File: config.mk
export PLATFORM = sky130hd
export DESIGN_NAME = cbr_receiver
export DESIGN_NICKNAME = d
export VERILOG_FILES = /design/src/logic/cbr_pkg.sv /design/src/logic/cbr_line_filter.sv /design/src/logic/cbr_receiver.sv
export SDC_FILE = /design/constraint.sdc
export NUM_CORES = 1
export LEC_CHECK = 0
export BUFFER_PORTS_ARGS = -buffer_cell sky130_fd_sc_hd__buf_2
export CELL_PAD_IN_SITES_DETAIL_PLACEMENT = 0
export CELL_PAD_IN_SITES_GLOBAL_PLACEMENT = 1
export CORE_MARGIN = 3
export CORE_UTILIZATION = 45
export CTS_BUF_LIST = sky130_fd_sc_hd__clkbuf_8
export DETAILED_ROUTE_END_ITERATION = 12
export GPL_ROUTABILITY_DRIVEN = 0
export GPL_TIMING_DRIVEN = 0
export PLACE_DENSITY = 0.88
export RECOVER_POWER = 25
export SYNTH_ARGS = -nofsm -noshare
export SYNTH_HDL_FRONTEND = slang
export SYNTH_SLANG_ARGS = --single-unit
export TNS_END_PERCENT = 5
File: constraint.sdc
create_clock -name core_clk -period 6 [get_ports core_clk]
set_input_delay 0.9 -clock core_clk [delete_from_list [all_inputs] [get_ports core_clk]]
set_output_delay 0.9 -clock core_clk [all_outputs]
set_load 0.01 [all_outputs]
File: src/logic/cbr_pkg.sv
// Constants, register map and state codes for the control line bit receiver
// Behaviour
// - On a valid start bit, set the start flag and raise an interrupt.
// - After byte, end bit and acknowledge, fill buffer, set complete flag, interrupt.
// - Buffer holds 8 data bits, end bit and the acknowledge level seen on line.
// - Keep receiving blocks until one with end bit 1 completes, then idle.
// - On any reception error interrupt, discard data and wait for a start bit.
// - Address register holds one enable bit per logical address.
// - Broadcasts always received; acknowledged with 0 only if address 15 enabled.
// - Filtered level changes only after the configured count of equal samples.
// - High code 10 needs three highs; low code 011 needs four lows.
// - Flag cycle error outside 67/fs or 90/fs, each adjustable -4..+3.
// - Bit value sampled at 34/fs after its falling edge, adjustable -8..+6 in 2/fs steps.
// - Header match always acknowledged; data match only when not disabled.
// - Acknowledge drives line low for about 1.526 ms, starting right after the filtered fall.
// - With suspend set, max cycle and overrun errors are held and give no immediate interrupt.
// - While errors are held, acknowledge is inverted; missing bits end in a timeout.
// - Suspended interrupt raised after the inverted acknowledge or the timeout.
// - Timeout length field matters only while suspension is enabled.
// - Foreign-address reception receives normally but never acknowledges.
// - A new start before the end block gives a max cycle error, then receives.
// - Start valid only with rise and ending fall inside their windows.
// - All sampling and timing runs from a 32.768 kHz sample tick.
package cbr_pkg;

  // ----------------------------------------------------------------
  // Timing
  // ----------------------------------------------------------------
  localparam int CORE_HZ = 250_000_000;
  localparam int FS_HZ = 32768;
  localparam int FS_DIV_DEF = CORE_HZ / FS_HZ;
  localparam int ACK_LOW_NS = 1_526_000;
  localparam int ACK_TICKS_INT = int'((64'(ACK_LOW_NS) * FS_HZ) / 1_000_000_000);
  localparam logic [6:0] ACK_TICKS = 7'(ACK_TICKS_INT);
  localparam logic [9:0] CYC_MIN_BASE = 10'h043;
  localparam logic [9:0] CYC_MAX_BASE = 10'h05a;
  localparam logic [9:0] DEC_BASE = 10'h022;
  // One nominal bit cycle, unit of the timeout field
  localparam logic [9:0] TOUT_UNIT = 10'h04f;

  // ----------------------------------------------------------------
  // Register map (byte addresses)
  // ----------------------------------------------------------------
  localparam logic [7:0] OFS_CTRL_ONE = 8'h00;
  localparam logic [7:0] OFS_CTRL_TWO = 8'h04;
  localparam logic [7:0] OFS_ADDR = 8'h08;
  localparam logic [7:0] OFS_STATUS = 8'h0c;
  localparam logic [7:0] OFS_BUFFER = 8'h10;

  // rx_control_one fields
  localparam int C1_SUSPEND = 0;
  localparam int C1_ACKDIS = 1;
  localparam int C1_FOREIGN = 2;
  localparam int C1_HNC_LSB = 3;
  localparam int C1_LNC_LSB = 5;
  localparam int C1_MIN_LSB = 8;
  localparam int C1_MAX_LSB = 11;
  localparam int C1_DEC_LSB = 14;
  localparam int C1_TOUT_LSB = 17;
  localparam int C1_WIDTH = 20;
  localparam logic [C1_WIDTH-1:0] C1_RESET = 20'h00000;
  localparam logic [31:0] C2_RESET = 32'h00000000;
  localparam logic [15:0] ADDR_RESET = 16'h0000;

  // rx_status_reg bit positions
  localparam int ST_END = 0;
  localparam int ST_START = 1;
  localparam int ST_MAX = 2;
  localparam int ST_MIN = 3;
  localparam int ST_ACK = 4;
  localparam int ST_OVR = 5;
  localparam int ST_WAV = 6;
  localparam int ST_WIDTH = 7;

  localparam logic [3:0] BROADCAST_ADDR = 4'hf;
  localparam logic [3:0] LAST_BIT = 4'h9;
  localparam logic [3:0] EOM_BIT = 4'h8;
  localparam logic [3:0] DEST_BIT = 4'h7;

  typedef enum logic [4:0] {
    CBR_IDLE = 5'b00001,
    CBR_START_LOW = 5'b00010,
    CBR_START_HIGH = 5'b00100,
    CBR_BIT = 5'b01000,
    CBR_SKIP = 5'b10000
  } cbr_state_type;

endpackage

File: src/logic/cbr_line_filter.sv
// Noise filter turning raw line samples into a clean level with edge pulses
`timescale 1ns/1ns
module cbr_line_filter
  import cbr_pkg::*;
(
  input wire logic core_clk,
  input wire logic rstn,
  input wire logic fs_tick,
  input wire logic line_raw,
  input wire logic [1:0] high_code,
  input wire logic [2:0] low_code,
  output logic level_q,
  output logic fall_q,
  output logic rise_q
);

  logic [3:0] run_q;
  logic [3:0] need;

  // code plus one is the sample count
  assign need = level_q ? ({1'b0, low_code} + 4'h1) : ({2'b00, high_code} + 4'h1);

  always_ff @(posedge core_clk or negedge rstn) begin
    if (!rstn) begin
      level_q <= 1'b1;
      run_q <= 4'h0;
      fall_q <= 1'b0;
      rise_q <= 1'b0;
    end else begin
      fall_q <= 1'b0;
      rise_q <= 1'b0;
      if (fs_tick) begin
        if (line_raw == level_q) begin
          run_q <= 4'h0;
        end else if (run_q + 4'h1 >= need) begin
          run_q <= 4'h0;
          level_q <= line_raw;
          fall_q <= level_q;
          rise_q <= !level_q;
        end else begin
          run_q <= run_q + 4'h1;
        end
      end
    end
  end

endmodule // cbr_line_filter

File: src/logic/cbr_receiver.sv
// Receive path of the single-wire control line with its register slave
`timescale 1ns/1ns
module cbr_receiver
  import cbr_pkg::*;
#(
  parameter int FS_DIV = FS_DIV_DEF
) (
  input wire logic core_clk,
  input wire logic rstn,
  input wire logic hsel,
  input wire logic [31:0] haddr,
  input wire logic [1:0] htrans,
  input wire logic hwrite,
  input wire logic [31:0] hwdata,
  input wire logic hready,
  output logic hreadyout,
  output logic hresp,
  output logic [31:0] hrdata,
  input wire logic cec_line_in,
  output logic cec_line_out,
  output logic cec_line_oe_n,
  output logic irq_pulse
);

  // ----------------------------------------------------------------
  // Declarations
  // ----------------------------------------------------------------
  logic [12:0] div_q;
  logic fs_tick;
  logic level;
  logic fall;
  logic rise;
  logic [C1_WIDTH-1:0] ctl1_q;
  logic [31:0] ctl2_q;
  logic [15:0] addr_en_q;
  logic [ST_WIDTH-1:0] stat_q;
  logic [9:0] buf_q;
  logic buf_full_q;
  logic wr_q;
  logic [7:0] waddr_q;
  logic [31:0] hrdata_q;
  logic acc;
  logic rd_stat;
  logic rd_buf;
  cbr_state_type state_q;
  logic [9:0] t_q;
  logic [3:0] bit_q;
  logic [9:0] shift_q;
  logic hdr_q;
  logic match_q;
  logic [ST_WIDTH-1:0] pend_q;
  logic [ST_WIDTH-1:0] flag_set_q;
  logic buf_wr_q;
  logic ack_start_q;
  logic [6:0] ack_cnt_q;
  logic drive_q;
  logic [9:0] cyc_min;
  logic [9:0] cyc_max;
  logic [9:0] dec_pt;
  logic [9:0] tout;
  logic [9:0] sr_early;
  logic [9:0] sr_late;
  logic [9:0] sc_min;
  logic [9:0] sc_max;
  logic suspend;
  logic [3:0] dest;
  logic dest_en;
  logic keep;
  logic want_ack;
  logic pend_any;

  // ----------------------------------------------------------------
  // Sample tick
  // ----------------------------------------------------------------
  // divide core clock to the sample rate
  always_ff @(posedge core_clk or negedge rstn) begin
    if (!rstn) begin
      div_q <= 13'h0000;
    end else if (div_q == 13'(FS_DIV - 1)) begin
      div_q <= 13'h0000;
    end else begin
      div_q <= div_q + 13'h0001;
    end
  end

  assign fs_tick = (div_q == 13'h0000);

  cbr_line_filter u_filter (
    .core_clk(core_clk),
    .rstn(rstn),
    .fs_tick(fs_tick),
    .line_raw(cec_line_in),
    .high_code(ctl1_q[C1_HNC_LSB +: 2]),
    .low_code(ctl1_q[C1_LNC_LSB +: 3]),
    .level_q(level),
    .fall_q(fall),
    .rise_q(rise)
  );

  // ----------------------------------------------------------------
  // Timing limits
  // ----------------------------------------------------------------
  // signed trim of cycle limits
  assign cyc_min = CYC_MIN_BASE + {{7{ctl1_q[C1_MIN_LSB+2]}}, ctl1_q[C1_MIN_LSB +: 3]};
  assign cyc_max = CYC_MAX_BASE + {{7{ctl1_q[C1_MAX_LSB+2]}}, ctl1_q[C1_MAX_LSB +: 3]};
  // trim in steps of two ticks
  assign dec_pt = DEC_BASE + {{6{ctl1_q[C1_DEC_LSB+2]}}, ctl1_q[C1_DEC_LSB +: 3], 1'b0};
  assign tout = ({7'h00, ctl1_q[C1_TOUT_LSB +: 3]} + 10'h001) * TOUT_UNIT;
  assign sr_early = {2'b00, ctl2_q[7:0]};
  assign sr_late = {2'b00, ctl2_q[15:8]};
  assign sc_min = {2'b00, ctl2_q[23:16]};
  assign sc_max = {2'b00, ctl2_q[31:24]};
  assign suspend = ctl1_q[C1_SUSPEND];

  // ----------------------------------------------------------------
  // Address match and acknowledge decision
  // ----------------------------------------------------------------
  assign dest = {shift_q[2:0], level};
  assign dest_en = addr_en_q[dest];
  // broadcast always kept; foreign kept without acknowledge
  assign keep = dest_en || (dest == BROADCAST_ADDR) || ctl1_q[C1_FOREIGN];
  assign pend_any = |pend_q;
  assign want_ack = match_q && (hdr_q || !ctl1_q[C1_ACKDIS]);

  // ----------------------------------------------------------------
  // Receive sequencer
  // ----------------------------------------------------------------
  always_ff @(posedge core_clk or negedge rstn) begin
    if (!rstn) begin
      state_q <= CBR_IDLE;
      t_q <= 10'h000;
      bit_q <= 4'h0;
      shift_q <= 10'h000;
      hdr_q <= 1'b0;
      match_q <= 1'b0;
      pend_q <= '0;
      flag_set_q <= '0;
      buf_q <= 10'h000;
      buf_wr_q <= 1'b0;
      ack_start_q <= 1'b0;
    end else begin
      flag_set_q <= '0;
      buf_wr_q <= 1'b0;
      ack_start_q <= 1'b0;
      if (fs_tick && t_q != 10'h3ff) begin
        t_q <= t_q + 10'h001;
      end
      case (state_q)
        CBR_IDLE: begin
          if (fall) begin
            state_q <= CBR_START_LOW;
            t_q <= 10'h000;
          end
        end
        CBR_START_LOW: begin
          if (rise) begin
            state_q <= (t_q >= sr_early && t_q <= sr_late) ? CBR_START_HIGH : CBR_IDLE;
          end else if (t_q > sr_late) begin
            state_q <= CBR_IDLE;
          end
        end
        CBR_START_HIGH: begin
          if (fall) begin
            t_q <= 10'h000;
            if (t_q >= sc_min && t_q <= sc_max) begin
              state_q <= CBR_BIT;
              bit_q <= 4'h0;
              hdr_q <= 1'b1;
              flag_set_q[ST_START] <= 1'b1;
            end else begin
              state_q <= CBR_START_LOW;
            end
          end else if (t_q > sc_max) begin
            state_q <= CBR_IDLE;
          end
        end
        CBR_BIT: begin
          if (fall) begin
            t_q <= 10'h000;
            if (t_q < cyc_min) begin
              // min cycle error is never held back
              flag_set_q <= pend_q | (ST_WIDTH'(1) << ST_MIN);
              pend_q <= '0;
              state_q <= CBR_IDLE;
            end else if (bit_q == LAST_BIT) begin
              // drive low, inverted while errors are held
              ack_start_q <= want_ack ^ pend_any;
            end
          end else if (fs_tick && t_q == dec_pt) begin
            shift_q <= {shift_q[8:0], level};
            bit_q <= (bit_q == LAST_BIT) ? 4'h0 : bit_q + 4'h1;
            if (bit_q == DEST_BIT && hdr_q) begin
              match_q <= dest_en && !ctl1_q[C1_FOREIGN];
              if (!keep) begin
                state_q <= CBR_SKIP;
              end
            end
            if (bit_q == EOM_BIT && buf_full_q) begin
              if (suspend) begin
                pend_q[ST_OVR] <= 1'b1;
              end else begin
                flag_set_q <= ST_WIDTH'(1) << ST_OVR;
                state_q <= CBR_IDLE;
              end
            end
            if (bit_q == LAST_BIT) begin
              hdr_q <= 1'b0;
              if (!pend_q[ST_OVR]) begin
                buf_q <= {level, shift_q[0], shift_q[8:1]};
                buf_wr_q <= 1'b1;
              end
              flag_set_q <= pend_q | (ST_WIDTH'(1) << ST_END);
              if (shift_q[0]) begin
                pend_q <= '0;
                state_q <= CBR_IDLE;
              end
            end
          end else if (fs_tick && t_q > cyc_max) begin
            if (suspend) begin
              // wait for more bits up to the timeout
              pend_q[ST_MAX] <= 1'b1;
              if (t_q >= tout) begin
                flag_set_q <= pend_q | (ST_WIDTH'(1) << ST_MAX);
                pend_q <= '0;
                state_q <= CBR_IDLE;
              end
            end else begin
              // low line may be a new start, keep its timing
              flag_set_q <= pend_q | (ST_WIDTH'(1) << ST_MAX);
              pend_q <= '0;
              state_q <= level ? CBR_IDLE : CBR_START_LOW;
            end
          end
        end
        CBR_SKIP: begin
          // Foreign message: ignore until the line stays quiet
          if (fall) begin
            t_q <= 10'h000;
          end else if (t_q > cyc_max) begin
            state_q <= level ? CBR_IDLE : CBR_START_LOW;
          end
        end
        default: begin
          state_q <= CBR_IDLE;
        end
      endcase
    end
  end

  // ----------------------------------------------------------------
  // Acknowledge driver
  // ----------------------------------------------------------------
  // hold low for the acknowledge time
  always_ff @(posedge core_clk or negedge rstn) begin
    if (!rstn) begin
      drive_q <= 1'b0;
      ack_cnt_q <= 7'h00;
    end else if (ack_start_q) begin
      drive_q <= 1'b1;
      ack_cnt_q <= 7'h00;
    end else if (drive_q && fs_tick) begin
      if (ack_cnt_q == ACK_TICKS - 7'h01) begin
        drive_q <= 1'b0;
      end
      ack_cnt_q <= ack_cnt_q + 7'h01;
    end
  end

  // only ever pull low or release
  assign cec_line_out = 1'b0;
  assign cec_line_oe_n = !drive_q;

  // ----------------------------------------------------------------
  // Bus slave
  // ----------------------------------------------------------------
  assign acc = hsel && htrans[1] && hready;
  assign rd_stat = acc && !hwrite && (haddr[7:0] == OFS_STATUS);
  assign rd_buf = acc && !hwrite && (haddr[7:0] == OFS_BUFFER);
  assign hreadyout = 1'b1;
  assign hresp = 1'b0;
  assign hrdata = hrdata_q;
  assign irq_pulse = |flag_set_q;

  always_ff @(posedge core_clk or negedge rstn) begin
    if (!rstn) begin
      wr_q <= 1'b0;
      waddr_q <= 8'h00;
      hrdata_q <= 32'h00000000;
    end else begin
      wr_q <= acc && hwrite;
      waddr_q <= haddr[7:0];
      hrdata_q <= 32'h00000000;
      if (acc && !hwrite && haddr[31:8] == 24'h000000) begin
        case (haddr[7:0])
          OFS_CTRL_ONE: hrdata_q <= {12'h000, ctl1_q};
          OFS_CTRL_TWO: hrdata_q <= ctl2_q;
          OFS_ADDR: hrdata_q <= {16'h0000, addr_en_q};
          OFS_STATUS: hrdata_q <= {25'h0000000, stat_q};
          OFS_BUFFER: hrdata_q <= {22'h000000, buf_q};
          default: hrdata_q <= 32'h00000000;
        endcase
      end
    end
  end

  // Config is meant to change only while the line is quiet
  always_ff @(posedge core_clk or negedge rstn) begin
    if (!rstn) begin
      ctl1_q <= C1_RESET;
      ctl2_q <= C2_RESET;
      addr_en_q <= ADDR_RESET;
    end else if (wr_q) begin
      case (waddr_q)
        OFS_CTRL_ONE: ctl1_q <= hwdata[C1_WIDTH-1:0];
        OFS_CTRL_TWO: ctl2_q <= hwdata;
        OFS_ADDR: addr_en_q <= hwdata[15:0];
        default: ctl1_q <= ctl1_q;
      endcase
    end
  end

  // Clear on read, a new event in the same cycle survives
  always_ff @(posedge core_clk or negedge rstn) begin
    if (!rstn) begin
      stat_q <= '0;
    end else begin
      stat_q <= (rd_stat ? '0 : stat_q) | flag_set_q;
    end
  end

  always_ff @(posedge core_clk or negedge rstn) begin
    if (!rstn) begin
      buf_full_q <= 1'b0;
    end else if (buf_wr_q) begin
      buf_full_q <= 1'b1;
    end else if (rd_buf) begin
      buf_full_q <= 1'b0;
    end
  end

endmodule // cbr_receiver

==> metrics <==
post-synth top area share=0.4603; port bufs=104; power density cells=194.6 nW/um^2; post-synthesis compound-gate area fraction=0.1015; FF-to-FF Start=ctl1_q[17]$_DFFE_PN0P_; worst-margin pin slew=4309 ps; HPWL after DPL=18810 microns; synth cell count leaders=dfrtp_1 (193), nor2_1 (90), ha_1 (86), mux2_2 (80), inv_1 (57); post-synthesis mux area share=0.1205; largest net degree at the start of global routing=102; CP endpoint=state_q[1]$_DFFE_PN0P_; die height=158.7 microns; Simple-Gate Fraction of Synth Area=0.1380; Setup WS post-layout=462.5 ps; Rel. slew slack=-1.872; initial antenna violation count=0; area grow syn2layout=12.52%; Cells after Synth=956; clock root cell=clkbuf_8; Die Area=25180 sq um; Top FF cell, synth=dfrtp_1; Synth Cell Area=10490 sq um; TritonCTS clock tree=yes; diode count=0; CTS max path bufs=2; Max Transition Viols Final=95; FF-to-FF setup slack=460 ps; number of global-route vias before repair=7690; core outline area=22780 sq um; status=complete, but fails checks; Residual DRC=0; Fill cells=2074; number of synthesized register bits=195; vias post-DR=7676; post-CTS sizing=0; CP startpoint kind=flop; Worst R2R Path Depth=23; clock latency on the worst-skew pair=480 ps; proportion of layout cells with a drive suffix above 1=0.2203; top cells by area, synth=dfrtp_1 (46%), ha_1 (10%), mux2_2 (8.6%); Synth Area in XOR/XNOR=0.03423; # Max-Cap Violations=1; crit path time final=5537 ps; crit end category=flop; Setup Skew=14.40 ps; Overall Power=2.297 mW; Hold Buf Count CTS=0; Area after DPL=11450 sq um; final WL=25030 microns; placed insts=1376; H-tree lvl count=4; Distinct cells, synth=66; Die X=158.7 microns; post-layout util=0.5183; maximum vdd drop=0.1284 mV; Critical R2R Capture=state_q[1]$_DFFE_PN0P_; Post-synth ARST share=1.000; Via density=5.456; Adder-Cell Fraction of Synth Area=0.1064; syn_area_per_cell=10.97 sq um; first-pass GRT wire length=40480 microns; main combinational cell family by area after synthesis=simple AND/OR/NAND/NOR gates; cell accounting for the most synthesized area=dfrtp_1; maximum clock rate=180.6 MHz; Antenna Nets Post-Route=0; final net count=1242; fin area=11810 sq um; gr ovfl total=0; Clk pin slew, worst setup/hold paths=100 ps; non-filler instance count after layout=1407; drt wl/cell=17.79 microns; Post-synth EDFFs=0; setup slack at placement=434.5 ps; Yosys warning total=0; kind of critical path=flop to flop; FP Rows=55; Fin. Hold Viols=0; Tcrit/Tclk final=0.9229; setup violators final=0; HP Class=flop to flop; clock sinks=195; Post-CTS Setup Inserts=0; DRT iter0 DRCs=546; register area share after synthesis=0.4654; CTS buffer count=17; Critical Path AT=5900 ps; failing checks=capacitance limit, slew limit; Initial Util=0.4606; DRT Pass-1 Iters=7; Total Routing Usage GR=0.2048; Leak=5.881 nW; I/O pin count=109; CP required=6370 ps; CP max FO=6; Worst Setup SP=ctl1_q[17]$_DFFE_PN0P_; most numerous cell in the Yosys netlist=dfrtp_1
[per-stage QoR]
stage	hold slack (ps)	setup TNS, ps
floorplan	404.4	0
global placement	408.0	0
detailed placement	420.9	0
CTS	441.6	0
global route	463.9	-6.884
finish	434.3	0
[power by group]
part / internal (mW) / total [mW] / switching [mW] / leakage [nW]
registers: 1.34 / 1.35 / 0.0175 / 2.53
logic: 0.0624 / 0.144 / 0.0817 / 3.18
clock network: 0.298 / 0.800 / 0.502 / 0.176
[registers in the layout, indices dropped and copies added (netlist names), 2 cells and up]
signal,count
ctl2_q,32
hrdata,32
ctl1_q,20
addr_en_q,16
div_q,13
buf_q,10
t_q,10
shift_q,9
waddr_q,8
ack_cnt_q,7
stat_q,7
flag_set_q,6
state_q,5
bit_q,4
u_filter.run_q,4
pend_q,2
[kinds of logic after synthesis]
kind of cell / count (synthesis)
AND/OR/NAND/NOR: 281
multiplexers: 105
AO/OA/AOI/OAI: 155
adder cells (fa/ha/maj): 88
XOR/XNOR: 41
buffers and inverters: 89
flip-flops: 195
other: 2
[cell type report]
class | instances | area, sq um | area share
flip-flops and latches | 195 | 4882 | 0.4136
well taps | 313 | 391.6 | 0.03317
plain buffers | 32 | 136.4 | 0.01155
repair buffers | 105 | 546.8 | 0.04632
clock buffers | 17 | 234.0 | 0.01982
clock inverters | 14 | 126.4 | 0.01070
multi-input cells | 674 | 5274 | 0.4467
inverters | 57 | 214.0 | 0.01812
[critical path, stage by stage, from the launching register on]
cell       delay (ps)
dfrtp_1           490
ha_1              280
xnor2_1           340
ha_1              320
inv_1              90
ha_1              160
inv_1              60
fa_1              580
inv_1              60
ha_1              280
a21o_1            180
a21oi_1           220
o21ai_0           120
a31oi_1           210
o31ai_1            90
ha_1              170
nand2b_1          160
a2111oi_1         540
o211ai_1          180
o211ai_1          260
nor3b_1           110
o22ai_1           210
nor2_1            120
a21bo_2           210
[layer usage]
metal / GRT usage / wire length, microns
met5: 0 / 0
met4: 0.05203 / 463
met3: 0.04295 / 1551
met2: 0.3300 / 11610
met1: 0.2839 / 11400
[worst min path at each step]
stage | to | slack, ps | cells after the start | start
after detailed placement | buf_full_q$_DFFE_PN0P_ | 420 | 1 | buf_wr_q$_DFF_PN0_
after CTS | buf_full_q$_DFFE_PN0P_ | 440 | 1 | buf_wr_q$_DFF_PN0_
after floorplan | buf_full_q$_DFFE_PN0P_ | 400 | 1 | buf_wr_q$_DFF_PN0_
after global routing | buf_full_q$_DFFE_PN0P_ | 460 | 1 | buf_wr_q$_DFF_PN0_
final | buf_full_q$_DFFE_PN0P_ | 430 | 1 | buf_wr_q$_DFF_PN0_
after global placement | buf_full_q$_DFFE_PN0P_ | 410 | 1 | buf_wr_q$_DFF_PN0_
[cell usage in the layout, fill, tap and decap left out, drive strengths merged, types with 6 or more instances in the layout]
cell	Yosys	layout
buf	8	107
ha	86	86
and3	23	23
or3	11	11
nor4	14	14
o21ai	40	40
a21o	18	18
a21oi	24	24
nand3	27	27
nand2	47	47
nand3b	8	8
nand4	13	13
nand2b	9	9
nor2	90	90
mux2i	10	10
o21a	6	6
mux2	90	90
dfrtp	193	193
nor3	11	11
inv	57	63
a222oi	10	10
xor2	21	21
xnor2	20	20
a22o	10	10
nor2b	11	11
clkbuf	24	46
(Power assumes the default switching activity.)
